## src/rtl/pcstk_pkg.sv

```systemverilog
package pcstk_pkg;

    // program counter and stack geometry
    localparam int PC_WIDTH      = 13;
    localparam int LOW_WIDTH     = 8;
    localparam int UPPER_WIDTH   = 5;
    localparam int JUMP_WIDTH    = 11;
    localparam int STACK_DEPTH   = 8;
    localparam int STACK_PTR_W   = 3;

    // register byte addresses: printed offsets 0x02 and 0x0a are not multiples of four
    localparam logic [7:0]  IDX_PC_LOW     = 8'h02;
    localparam logic [7:0]  IDX_HIGH_LATCH = 8'h0A;
    localparam logic [31:0] ADDR_PC_LOW     = 32'h0000_0008;
    localparam logic [31:0] ADDR_HIGH_LATCH = 32'h0000_0028;

    // reset values
    localparam logic [12:0] PC_RESET        = 13'h0000;
    localparam logic [7:0]  HIGH_LATCH_RESET = 8'h00;

    // interrupt vector and latch field positions
    localparam logic [12:0] INT_VECTOR      = 13'h0004;
    localparam int          LATCH_TOP_LSB   = 3;
    localparam int          LATCH_FIELD_W   = 5;

    // ahb-lite codes
    localparam logic [1:0]  HTRANS_NONSEQ   = 2'h2;
    localparam logic [2:0]  HSIZE_WORD      = 3'h2;

    // what the decoder asks of the counter in one instruction cycle
    typedef enum {
        PCSTK_OP_NONE,
        PCSTK_OP_STEP,
        PCSTK_OP_JUMP,
        PCSTK_OP_CALL,
        PCSTK_OP_RETURN,
        PCSTK_OP_INT,
        PCSTK_OP_ADD_LOW
    } pcstk_op_type;

    // decoder request carried as one bundle
    typedef struct packed {
        logic        valid;
        logic [2:0]  op;
        logic [10:0] target;
        logic [7:0]  offset;
    } pcstk_req_type;

    localparam logic [2:0] OPC_STEP    = 3'h1;
    localparam logic [2:0] OPC_JUMP    = 3'h2;
    localparam logic [2:0] OPC_CALL    = 3'h3;
    localparam logic [2:0] OPC_RETURN  = 3'h4;
    localparam logic [2:0] OPC_INT     = 3'h5;
    localparam logic [2:0] OPC_ADD_LOW = 3'h6;

endpackage

```

## src/rtl/pcstk_core.sv

```systemverilog
// Added by the designer: the AHB-Lite slave port.
`timescale 1ns/1ps
module pcstk_core
    import pcstk_pkg::*;
(
    input  wire logic                     CLK,
    input  wire logic                     RST_N,
    input  wire logic                     HSEL,
    input  wire logic [31:0]              HADDR,
    input  wire logic [1:0]               HTRANS,
    input  wire logic                     HWRITE,
    input  wire logic [2:0]               HSIZE,
    input  wire logic [31:0]              HWDATA,
    input  wire logic                     HREADY,
    output logic      [31:0]              HRDATA,
    output logic                          HREADYOUT,
    output logic                          HRESP,
    input  wire pcstk_pkg::pcstk_req_type REQ,
    output logic      [12:0]              PC_OUT
);
    import pcstk_pkg::*;

    // port widths are fixed, so the package geometry must fit them
    if (PC_WIDTH != $bits(PC_OUT) || PC_WIDTH != LOW_WIDTH + UPPER_WIDTH ||
        PC_WIDTH != JUMP_WIDTH + 2 ||
        STACK_DEPTH != (1 << STACK_PTR_W)) begin : g_bad_geometry
        $error("program counter geometry does not fit the ports");
    end

    ////////////////////////////////////////////////////////////////////////////
    // state

    logic [PC_WIDTH-1:0]  pc_reg;
    logic [PC_WIDTH-1:0]  pc_next;
    logic [7:0]           pc_high_latch_reg;
    logic [7:0]           pc_high_latch_next;
    logic                 wr_pend_reg;
    logic [31:0]          wr_addr_reg;
    logic [31:0]          hrdata_reg;
    logic [31:0]          hrdata_next;
    logic                 hreadyout_reg;
    logic                 hresp_reg;

    ////////////////////////////////////////////////////////////////////////////
    // bus address phase decode

    logic addr_phase;
    logic rd_take;
    logic wr_take;
    logic hit_low;
    logic hit_latch;
    logic low_write;
    logic latch_write;

    assign addr_phase  = HSEL && HREADY && HTRANS == HTRANS_NONSEQ;
    assign rd_take     = addr_phase && !HWRITE;
    assign wr_take     = addr_phase && HWRITE && HSIZE == HSIZE_WORD;
    assign hit_low     = HADDR == ADDR_PC_LOW;
    assign hit_latch   = HADDR == ADDR_HIGH_LATCH;
    // writes land in the data phase, one cycle after the address phase
    assign low_write   = wr_pend_reg && wr_addr_reg == ADDR_PC_LOW;
    assign latch_write = wr_pend_reg && wr_addr_reg == ADDR_HIGH_LATCH;

    ////////////////////////////////////////////////////////////////////////////
    // read data: low byte and latch, upper counter bits never visible

    logic [7:0] latch_view;

    assign latch_view  = {3'h0, pc_high_latch_reg[LATCH_FIELD_W-1:0]};
    assign hrdata_next = !rd_take   ? hrdata_reg :
                         hit_low    ? {24'h0, pc_reg[LOW_WIDTH-1:0]} :
                         hit_latch  ? {24'h0, latch_view} :
                                      32'h0000_0000;

    ////////////////////////////////////////////////////////////////////////////
    // decoder request

    logic          req_step;
    logic          req_jump;
    logic          req_call;
    logic          req_ret;
    logic          req_int;
    logic          req_add;
    logic [12:0]   pc_inc;
    logic [12:0]   far_target;
    logic [7:0]    low_sum;
    logic [12:0]   stack_top;
    logic          stack_push;
    logic          stack_pop;

    // one decode for every instruction kind, valid gates them all
    function automatic logic op_hit(input pcstk_req_type req, input logic [2:0] code);
        return req.valid && (req.op == code);
    endfunction

    // instruction request yields to a bus write of the low byte
    assign req_step   = op_hit(REQ, OPC_STEP);
    assign req_jump   = op_hit(REQ, OPC_JUMP);
    assign req_call   = op_hit(REQ, OPC_CALL);
    assign req_ret    = op_hit(REQ, OPC_RETURN);
    assign req_int    = op_hit(REQ, OPC_INT);
    assign req_add    = op_hit(REQ, OPC_ADD_LOW);

    assign pc_inc     = pc_reg + 13'h0001;
    // top two bits from the latch, eleven from the operand
    assign far_target = {pc_high_latch_reg[4:LATCH_TOP_LSB], REQ.target};
    // sum kept in eight bits, carry is dropped on purpose
    assign low_sum    = pc_reg[7:0] + REQ.offset;

    // return address is the counter plus one, the instruction after the one being left
    assign stack_push = !low_write && (req_call || req_int);
    assign stack_pop  = !low_write && !stack_push && req_ret;

    ////////////////////////////////////////////////////////////////////////////
    // next program counter

    always_comb begin
        pc_next = pc_reg;
        if (low_write) begin
            // whole five latch bits join the written byte
            pc_next = {pc_high_latch_reg[UPPER_WIDTH-1:0], HWDATA[7:0]};
        end else if (req_int) begin
            pc_next = INT_VECTOR;
        end else if (req_call || req_jump) begin
            pc_next = far_target;
        end else if (req_ret) begin
            pc_next = stack_top;
        end else if (req_add) begin
            pc_next = {pc_reg[12:8], low_sum};
        end else if (req_step) begin
            pc_next = pc_inc;
        end
    end

    // latch changes only by software, never by stack traffic
    assign pc_high_latch_next = latch_write ? {3'h0, HWDATA[4:0]} : pc_high_latch_reg;

    ////////////////////////////////////////////////////////////////////////////
    // registers

    // any reset clears the counter
    always_ff @(posedge CLK or negedge RST_N) begin
        if (!RST_N) begin
            pc_reg            <= PC_RESET;
            pc_high_latch_reg <= HIGH_LATCH_RESET;
        end else begin
            pc_reg            <= pc_next;
            pc_high_latch_reg <= pc_high_latch_next;
        end
    end

    // bus pipeline
    always_ff @(posedge CLK or negedge RST_N) begin
        if (!RST_N) begin
            wr_pend_reg   <= 1'b0;
            wr_addr_reg   <= 32'h0000_0000;
            hrdata_reg    <= 32'h0000_0000;
            hreadyout_reg <= 1'b1;
            hresp_reg     <= 1'b0;
        end else begin
            wr_pend_reg   <= wr_take;
            wr_addr_reg   <= wr_take ? HADDR : wr_addr_reg;
            hrdata_reg    <= hrdata_next;
            hreadyout_reg <= 1'b1;
            hresp_reg     <= 1'b0;
        end
    end

    // zero wait states, always OKAY; kept in flops so every output is registered
    assign HREADYOUT = hreadyout_reg;
    assign HRESP     = hresp_reg;
    assign HRDATA    = hrdata_reg;
    assign PC_OUT    = pc_reg;

    ////////////////////////////////////////////////////////////////////////////
    // return stack

    pcstk_stack #(
        .DEPTH (STACK_DEPTH),
        .WIDTH (PC_WIDTH),
        .PTR_W (STACK_PTR_W)
    ) u_stack (
        .clk       (CLK),
        .rst_n     (RST_N),
        .push      (stack_push),
        .pop       (stack_pop),
        .push_data (pc_inc),
        .top_data  (stack_top)
    );

    ////////////////////////////////////////////////////////////////////////////
    // checks

    low_write_load_a: assert property (@(posedge CLK) disable iff (!RST_N)
        low_write |=> pc_reg == {$past(pc_high_latch_reg[4:0]), $past(HWDATA[7:0])})
        else $error("low byte write did not load latch bits");

    far_load_a: assert property (@(posedge CLK) disable iff (!RST_N)
        (!low_write && !req_int && (req_call || req_jump))
        |=> pc_reg == {$past(pc_high_latch_reg[4:3]), $past(REQ.target)})
        else $error("call or jump target wrong");

    add_no_carry_a: assert property (@(posedge CLK) disable iff (!RST_N)
        (!low_write && req_add && !req_int && !req_call && !req_jump && !req_ret)
        |=> pc_reg[12:8] == $past(pc_reg[12:8]))
        else $error("computed jump carried into upper bits");

    int_vector_a: assert property (@(posedge CLK) disable iff (!RST_N)
        (!low_write && req_int) |=> pc_reg == INT_VECTOR)
        else $error("interrupt did not load vector");

    call_return_a: assert property (@(posedge CLK) disable iff (!RST_N)
        (stack_push && req_call) ##1 (stack_pop && !low_write)
        |=> pc_reg == $past(pc_inc, 2))
        else $error("return did not restore pushed address");

    latch_stable_a: assert property (@(posedge CLK) disable iff (!RST_N)
        (!latch_write && (stack_push || stack_pop)) |=> $stable(pc_high_latch_reg))
        else $error("stack traffic changed the latch");

    read_low_a: assert property (@(posedge CLK) disable iff (!RST_N)
        (rd_take && hit_low) |=> HRDATA == {24'h0, $past(pc_reg[7:0])})
        else $error("low byte read wrong");

    read_upper_hidden_a: assert property (@(posedge CLK) disable iff (!RST_N)
        rd_take |=> HRDATA[31:8] == 24'h0)
        else $error("upper bits leaked on read");

    ////////////////////////////////////////////////////////////////////////////
    // checks: counter stepping and loading

    // one step is a plain thirteen bit increment, wrapping at the top
    step_inc_a: assert property (@(posedge CLK) disable iff (!RST_N)
        (!low_write && req_step) |=> pc_reg == $past(pc_reg) + 13'h0001)
        else $error("step did not advance the counter");

    far_low_a: assert property (@(posedge CLK) disable iff (!RST_N)
        (!low_write && !req_int && (req_call || req_jump))
        |=> pc_reg[10:0] == $past(REQ.target))
        else $error("call or jump low bits not from operand");

    add_low_sum_a: assert property (@(posedge CLK) disable iff (!RST_N)
        (!low_write && req_add)
        |=> pc_reg[7:0] == 8'($past(pc_reg[7:0]) + $past(REQ.offset)))
        else $error("computed jump low byte wrong");

    // with nothing asked and no write, the counter holds
    idle_hold_a: assert property (@(posedge CLK) disable iff (!RST_N)
        (!low_write && !REQ.valid) |=> $stable(pc_reg))
        else $error("counter moved with no request");

    // checked while reset is low, so it carries no disable
    reset_clear_a: assert property (@(posedge CLK)
        !RST_N |-> (pc_reg == PC_RESET) && (pc_high_latch_reg == HIGH_LATCH_RESET))
        else $error("reset left the counter or latch set");

    // a low byte write wins the edge over any instruction
    write_wins_a: assert property (@(posedge CLK) disable iff (!RST_N)
        (low_write && REQ.valid) |=> pc_reg[7:0] == $past(HWDATA[7:0]))
        else $error("instruction overrode a low byte write");

    return_pop_a: assert property (@(posedge CLK) disable iff (!RST_N)
        stack_pop |=> pc_reg == $past(stack_top))
        else $error("return did not load the stack top");

    ////////////////////////////////////////////////////////////////////////////
    // checks: register bus

    latch_write_a: assert property (@(posedge CLK) disable iff (!RST_N)
        latch_write |=> pc_high_latch_reg == {3'h0, $past(HWDATA[4:0])})
        else $error("latch did not take the written bits");

    latch_upper_zero_a: assert property (@(posedge CLK) disable iff (!RST_N)
        pc_high_latch_reg[7:5] == 3'h0)
        else $error("latch holds bits above its field");

    read_latch_a: assert property (@(posedge CLK) disable iff (!RST_N)
        (rd_take && hit_latch) |=> HRDATA == {27'h0, $past(pc_high_latch_reg[4:0])})
        else $error("latch read wrong");

    unmapped_read_a: assert property (@(posedge CLK) disable iff (!RST_N)
        (rd_take && !hit_low && !hit_latch) |=> HRDATA == 32'h0000_0000)
        else $error("unmapped read returned data");

    // read data stands until the next read address phase
    hrdata_stands_a: assert property (@(posedge CLK) disable iff (!RST_N)
        !rd_take |=> $stable(HRDATA))
        else $error("read data changed with no read");

endmodule // pcstk_core

```

## src/rtl/pcstk_stack.sv

```systemverilog
`timescale 1ns/1ps
// circular return stack, no pointer access and no overflow flag
module pcstk_stack #(
    parameter int DEPTH = 8,
    parameter int WIDTH = 13,
    parameter int PTR_W = 3
) (
    input  wire logic             clk,
    input  wire logic             rst_n,
    input  wire logic             push,
    input  wire logic             pop,
    input  wire logic [WIDTH-1:0] push_data,
    output logic      [WIDTH-1:0] top_data
);
    import pcstk_pkg::*;

    // the ring wraps by pointer overflow, so depth must fill the pointer exactly
    if (DEPTH != (1 << PTR_W) || WIDTH < 1) begin : g_bad_depth
        $error("stack depth must equal two to the power of the pointer width");
    end

    logic [WIDTH-1:0] entry_reg [DEPTH];
    logic [PTR_W-1:0] ptr_reg;
    logic [PTR_W-1:0] ptr_next;
    logic [PTR_W-1:0] top_index;

    // pointer wraps silently both ways
    assign top_index = ptr_reg - PTR_W'(1);
    assign ptr_next  = push ? ptr_reg + PTR_W'(1) : (pop ? top_index : ptr_reg);
    assign top_data  = entry_reg[top_index];

    // storage held only here, off both address spaces
    always_ff @(posedge clk or negedge rst_n) begin
        if (!rst_n) begin
            ptr_reg <= '0;
        end else begin
            ptr_reg <= ptr_next;
        end
    end

    // ninth push lands on the first slot again
    always_ff @(posedge clk) begin
        if (push) begin
            entry_reg[ptr_reg] <= push_data;
        end
    end

    stack_wrap_a: assert property (@(posedge clk) disable iff (!rst_n)
        push |=> ptr_reg == $past(ptr_reg) + PTR_W'(1))
        else $error("stack pointer did not advance on push");

    stack_pop_a: assert property (@(posedge clk) disable iff (!rst_n)
        (pop && !push) |=> ptr_reg == $past(ptr_reg) - PTR_W'(1))
        else $error("stack pointer did not step back on pop");

    push_store_a: assert property (@(posedge clk) disable iff (!rst_n)
        push |=> entry_reg[$past(ptr_reg)] == $past(push_data))
        else $error("pushed value not stored");

endmodule // pcstk_stack

```

## config.mk

```make
export PLATFORM = sky130hd
export DESIGN_NAME = pcstk_core
export DESIGN_NICKNAME = d
export VERILOG_FILES = /design/src/rtl/pcstk_pkg.sv /design/src/rtl/pcstk_core.sv /design/src/rtl/pcstk_stack.sv
export SDC_FILE = /design/constraint.sdc
export NUM_CORES = 1
export LEC_CHECK = 0
export ABC_AREA = 1
export BUFFER_PORTS_ARGS = -buffer_cell sky130_fd_sc_hd__clkbuf_2
export CAP_MARGIN = 20
export CORE_AREA = 2 2 133 135
export DETAILED_ROUTE_END_ITERATION = 6
export DIE_AREA = 0 0 135 137
export PLACE_DENSITY = 0.84
export REMOVE_ABC_BUFFERS = 1
export SLEW_MARGIN = 20
export SYNTH_ARGS = -nofsm -noshare
export SYNTH_HDL_FRONTEND = slang
export SYNTH_SLANG_ARGS = --single-unit
```

## constraint.sdc

```tcl
create_clock -name CLK -period 1.8 [get_ports CLK]
set_input_delay 0.36 -clock CLK [delete_from_list [all_inputs] [get_ports CLK]]
set_output_delay 0.36 -clock CLK [all_outputs]
set_load 0.02 [all_outputs]
```

# == Word-level counts from Yosys, hierarchy flattened ==
# Memory sizes are Yosys's and may differ from the RTL's.
# Cells that the tools add are included.
# word_totals
ramBits,104
out_inout_bits,47
inputBits,97
n_memories,1
regBits,86
# classes
n_addsub,4
muxes,12
n_eq_ne,13
n_reduce_logical,25
# mem_list
memory,words,word_bits,read_ports,rd_ports_with_merged_regs,wr,line_no,rtl
u_stack.entry_reg,8,13,1,0,1,pcstk_stack.sv:22,logic [WIDTH-1:0] entry_reg [DEPTH];
# op_table
op,n
two-way mux 13 bit,6
== test 32 x 4 -> 1 bit (second input constant),2
== test 32 x 6 -> 1 bit (second input constant),2
logical AND 1 bit,16
adder 13 x 1 -> 13 bit (second input constant),1
== test 3 x 2 -> 1 bit (second input constant),3
== test 3 bit (second input constant),3
adder 8 bit,1
two-way mux 8 bit,1
two-way mux 3 bit,2
nonzero test 6 bit,1
two-way mux 5 bit,1
!= test 5 x 4 -> 1 bit (second input constant),1
nonzero test 5 bit,1
adder 3 x 1 -> 3 bit (second input constant),1
== test 3 x 1 -> 1 bit (second input constant),1
logical NOT 1 bit,3
subtractor 3 x 1 -> 3 bit (second input constant),1
== test 2 bit (second input constant),1
logical OR 1 bit,2
two-way mux 1 bit,2
AND reduction 2 bit,1
nonzero test 2 bit,1

# == Depth between registers and ports, before layout ==
# depth
word_depth,9
mapped_depth,14
mapped_depth_nobuf,12

# == By module ==
# Synthesis repeated with hierarchy kept, for this count alone.
# unflattened
cells_unflattened,1117
area_unflattened_um2,8988.6
# by_module_without_submodules
module,cells_each,n_inst,seq_area_each_um2,area_per_inst_um2
pcstk_stack,485,1,3198.1,4775.8
pcstk_core,632,1,1476.4,4212.8

# == Least setup slack after synthesis ==
# OpenSTA, ideal clock, no wires.
# synth_timing
path_type,input to register
start,input port REQ[20] in the netlist's numbering
end,"memory u_stack.entry_reg[0][0], enable pin"
t_arrival_ns,1.721
path_stages,9
path_slack_ns,-0.303
setup_ns,0.382
cell_sequence,inv_2 -> nand3_1 -> nor2_1 -> inv_2 -> o21ai_2 -> inv_2 -> nor2_1 -> nand2_1 -> nor2_1
# synth_via
elab_chain_len,6
# synth_rtl
item,line_no,rtl
from (decl),pcstk_core.sv:18,"input wire pcstk_pkg::pcstk_req_type REQ,"
== test 3 x 2 -> 1 bit / == test 3 bit (equally long branches),pcstk_core.sv:93,return req.valid && (req.op == code);
logical AND 1 bit,pcstk_core.sv:93,
logical OR 1 bit *,pcstk_core.sv:111,assign stack_push = !low_write && (req_call || req_int);
logical AND 1 bit *,pcstk_core.sv:111,
two-way mux 1 bit *,pcstk_stack.sv:43,if (push) begin
two-way mux 1 bit (implied by the code) *,pcstk_stack.sv:44,entry_reg[ptr_reg] <= push_data;
to (decl),pcstk_stack.sv:22,
# Mark *: on every way between the ends. The rest lies on a longest branch, timed or not.

# == Worst setup path after layout ==
# layout_timing
start,"register pc_reg[0], in the netlist PC_OUT[0]"
end,"register pc_reg[2], in the netlist PC_OUT[2]"
# layout_via
elab_chain_len,7
# layout_rtl
item,line_no,rtl
from (decl),pcstk_core.sv:33,logic [PC_WIDTH-1:0] pc_reg;
from (signal assigned),pcstk_core.sv:147,pc_reg <= pc_next;
adder 13 x 1 -> 13 bit,pcstk_core.sv:104,assign pc_inc = pc_reg + 13'h0001;
two-way mux 13 bit,pcstk_core.sv:130,end else if (req_step) begin
two-way mux 13 bit *,pcstk_core.sv:128,end else if (req_add) begin
two-way mux 13 bit *,pcstk_core.sv:126,end else if (req_ret) begin
two-way mux 13 bit *,pcstk_core.sv:124,end else if (req_call || req_jump) begin
two-way mux 13 bit *,pcstk_core.sv:122,end else if (req_int) begin
two-way mux 13 bit *,pcstk_core.sv:119,if (low_write) begin
# Mark *: on every way between the ends. The rest lies on a longest branch, timed or not. The select of a mux whose other input is x is not followed.
# A chain may end at the register's enable or synchronous reset.

==> key figures <==
Outcome
  • Status: complete, but fails checks
  • Violated checks: negative setup slack

Timing
  • Min cycle time layout: 1898 ps
  • RSZ-0062 raised after global routing: true
  • Fin Clk Skew: 15.09 ps
  • Fmax: 527.0 MHz
  • Final Hold Viols: 0
  • Part of the cycle the worst path needs: 105.4%
  • Final Setup Violations: between 70 and 80
  • Max-slew violations: 0
  • Slack of the critical path: -97.62 ps

Setup path
  • Worst reg2reg path depth: 12
  • Startpoint types: register
  • Critical R2R Launch: PC_OUT[0]
  • R2R Path End: PC_OUT[2]
  • Worst Path Max Fanout: 2
  • Reg2Reg Setup Slack: -100 ps
  • Worst endpoint required time: around 2200 ps
  • Crit Path Category: register to register
  • Worst path arrival time: 2270 ps
  • Crit path capture type: register

Floorplan
  • Die area: 0.01850 mm2
  • Core ar.: 0.01706 mm2
  • IO Pins: around 140
  • Die span in y: 137 um
  • Die W: between 100 and 150 um
  • Cell Rows: 48
  • Initial Util: about half

Global routing
  • GRT Total Usage: 24.43%
  • Largest net degree at the start of global routing: 55
  • Initial antenna violation count: 0
  • GRT overflow: 0
  • First-pass GRT wire length: between 30 and 40 mm
  • Number of global-route vias before repair: between 6000 and 7000

Placed design
  • Post-DP HPWL: around 15 mm
  • Port Buffer Count: 93
  • Placer Congestion: 0.9104
  • Placed cell areas: 0.009419 mm2

Drt
  • Post-Route WL: 24.16 mm
  • DRC: 0
  • DRT iter0 DRCs: 895
  • Drt pass-1 iters: 7
  • WL per Instance: 18.01 um
  • Post-route ant nets: 0
  • Vias: 7330
  • Post-DR vias/cell: 5.466

CTS
  • Root Driver: clkbuf_16
  • CTS Sinks: 166
  • Total CTS buffers: 17
  • Clock latency on the worst-skew pair: around 440 ps
  • H-tree Lvls: 4
  • TritonCTS clock tree: done
  • Maximum clock insertion buffer count: 2
  • Clock-pin slew on the worst setup and hold paths: 60 ps

Cells and area
  • Area grow syn2layout: 27.44%
  • Share of layout cells above drive strength 1: 27.06%
  • NumNets Final: about 1200
  • Fin area: 0.01065 mm2
  • Number of flip-flops in the largest register: 104
  • Antenna Cells: 0

Yosys
  • Synthesized instance count: 929
  • Cell area after synthesis: roughly 0.0084 mm2
  • Asr flop ratio synth: 37.35%
  • Count of cell types in the netlist: 45
  • Most common flop cell mapped by yosys: edfxtp_1
  • Yosys warnings: 0
  • Post-synthesis area per instance: 8.998 um2
  • Post-synth EDFFs: 104
  • Synthesized flop and latch total: about 170
  • Register area share after synthesis: 55.92%

Min path
  • Worst hold path type: primary input to register
  • Hold Path Depth: 3
  • Worst Hold Launch: HADDR[3]
  • Hold EP: wr_addr_reg[3]

Run
  • # Max-Cap Violations: 0

Power
  • Design Power: 16560 uW
  • VDD IR max: 0.8480 mV
  • PwrDens: 1554 mW/mm2
  • Static Leak: 0.004853 uW
cells by family after synthesis:
group | Yosys count | share of synthesized area, %
buffers and inverters | 144 | 8.577
other | 2 | 0.08984
adders and majority gates | 11 | 1.736
and+or+nand+nor | 495 | 25.52
xor gates and xnor gates | 12 | 1.437
DFF | 166 | 55.92
muxes | 4 | 0.5388
AOI/OAI and AO/OA | 95 | 6.182
layout by cell type (no fill, tap or decap), types with 28 or more instances in the layout:
| cell type | n |
|---|---|
| nor2_1 | 73 |
| nand3_1 | 93 |
| buf_6 | 28 |
| nand2_1 | 257 |
| o21ai_0 | 41 |
| clkbuf_2 | 93 |
| edfxtp_1 | 104 |
| buf_4 | 56 |
| dfrtp_1 | 62 |
| inv_1 | 70 |
layout make-up:
type	count	area, um2
fillers	1274	6404
flip-flops and latches	166	4674
multi-input cells	643	3341
repair buffers	190	1449
clock buffers	18	429.2
inverters	85	329.1
well taps	225	281.5
clock inverters	14	148.9
metal layers:
layer / track usage (%) / wire, um / vias up
li1: - / - / 3374
met1: 29.85 / 8912 / 3450
met2: 42.22 / 12410 / 431
met3: 5.000 / 1999 / 75
met4: 10.53 / 839 / 0
met5: 0 / 0 / -
repair_timing:
action	4_1_cts	5_1_grt
resized for setup	24	97
buffers inserted	6	10
cloned	0	4
endpoints found under the hold margin	18	0
pin swaps	6	18
endpoints found under the setup margin	112	134
hold buffers	1	0
cells in the mapped netlist (2+ instances only):
| cell type | n | area share (%) |
|---|---|---|
| buf_6 | 6 | 0.81 |
| buf_2 | 14 | 0.84 |
| o21ai_1 | 5 | 0.30 |
| nor2_4 | 3 | 0.40 |
| dfrtp_1 | 62 | 19 |
| a21oi_1 | 31 | 1.9 |
| buf_1 | 3 | 0.13 |
| conb_1 | 2 | 0.090 |
| nor2_1 | 87 | 3.9 |
| nor2_2 | 3 | 0.22 |
| edfxtp_1 | 104 | 37 |
| ha_1 | 10 | 1.5 |
| o21ai_0 | 45 | 2.7 |
| nor4_1 | 3 | 0.22 |
| clkbuf_1 | 7 | 0.31 |
| inv_4 | 2 | 0.15 |
| nand4_1 | 14 | 1.0 |
| nand3_2 | 3 | 0.36 |
| nand3_1 | 108 | 6.5 |
| inv_2 | 7 | 0.31 |
| o21ai_2 | 2 | 0.21 |
| nand3b_1 | 4 | 0.36 |
| xor2_1 | 7 | 0.73 |
| inv_1 | 75 | 3.4 |
| o211ai_1 | 5 | 0.45 |
| o31ai_1 | 2 | 0.18 |
| mux2_2 | 4 | 0.54 |
| xnor2_1 | 3 | 0.31 |
| buf_4 | 29 | 2.6 |
| nor3_1 | 3 | 0.18 |
| nand2_1 | 262 | 12 |
worst max-delay path, cell delays in order, from the launching register on:
cell     delay [ps]
dfrtp_1         380
ha_2            210
inv_2            40
fa_2            390
buf_6           130
xor2_2          130
nand2_1         100
o21ai_2          80
o21ai_1         130
nand2_1          60
nand2_1          70
nand2_1          50
nand2_1          60
per-stage QoR:
step,hold WS [ps],util [%],std cells,worst slack (ps),setup TNS (ps)
after floorplan,64.41,-,894,-1704,-89150
after global placement,335.7,55.22,1289,-237.8,-13910
after detailed placement,349.6,55.22,1289,-304.5,-20070
after CTS,134.3,59.54,1328,-30.60,-79.74
after global routing,171.2,62.46,1341,-256.1,-15050
final,146.4,62.46,1341,-97.62,-1670
report_power, final:
group / total [uW] / internal, uW / switching [uW]
Combinational: 7930 / 3080 / 4850
Clock: 3600 / 2050 / 1550
Sequential: 5030 / 4770 / 264
Total: 16600 / 9900 / 6660
worst max-delay path by stage:
stage | slack (ps) | startpoint | end | cells after the start
6_report | -100 | PC_OUT[0] | PC_OUT[2] | 12
5_1_grt | -260 | u_stack.ptr_reg[1] | PC_OUT[9] | 11
3_5_place_dp | -300 | u_stack.ptr_reg[0] | PC_OUT[9] | 9
2_1_floorplan | -1700 | u_stack.ptr_reg[0] | PC_OUT[9] | 10
4_1_cts | -30 | u_stack.ptr_reg[0] | PC_OUT[2] | 11
3_3_place_gp | -240 | REQ[20] | u_stack.entry_reg[2][1] | 11
Note: power is estimated with default switching activity, not from simulation.
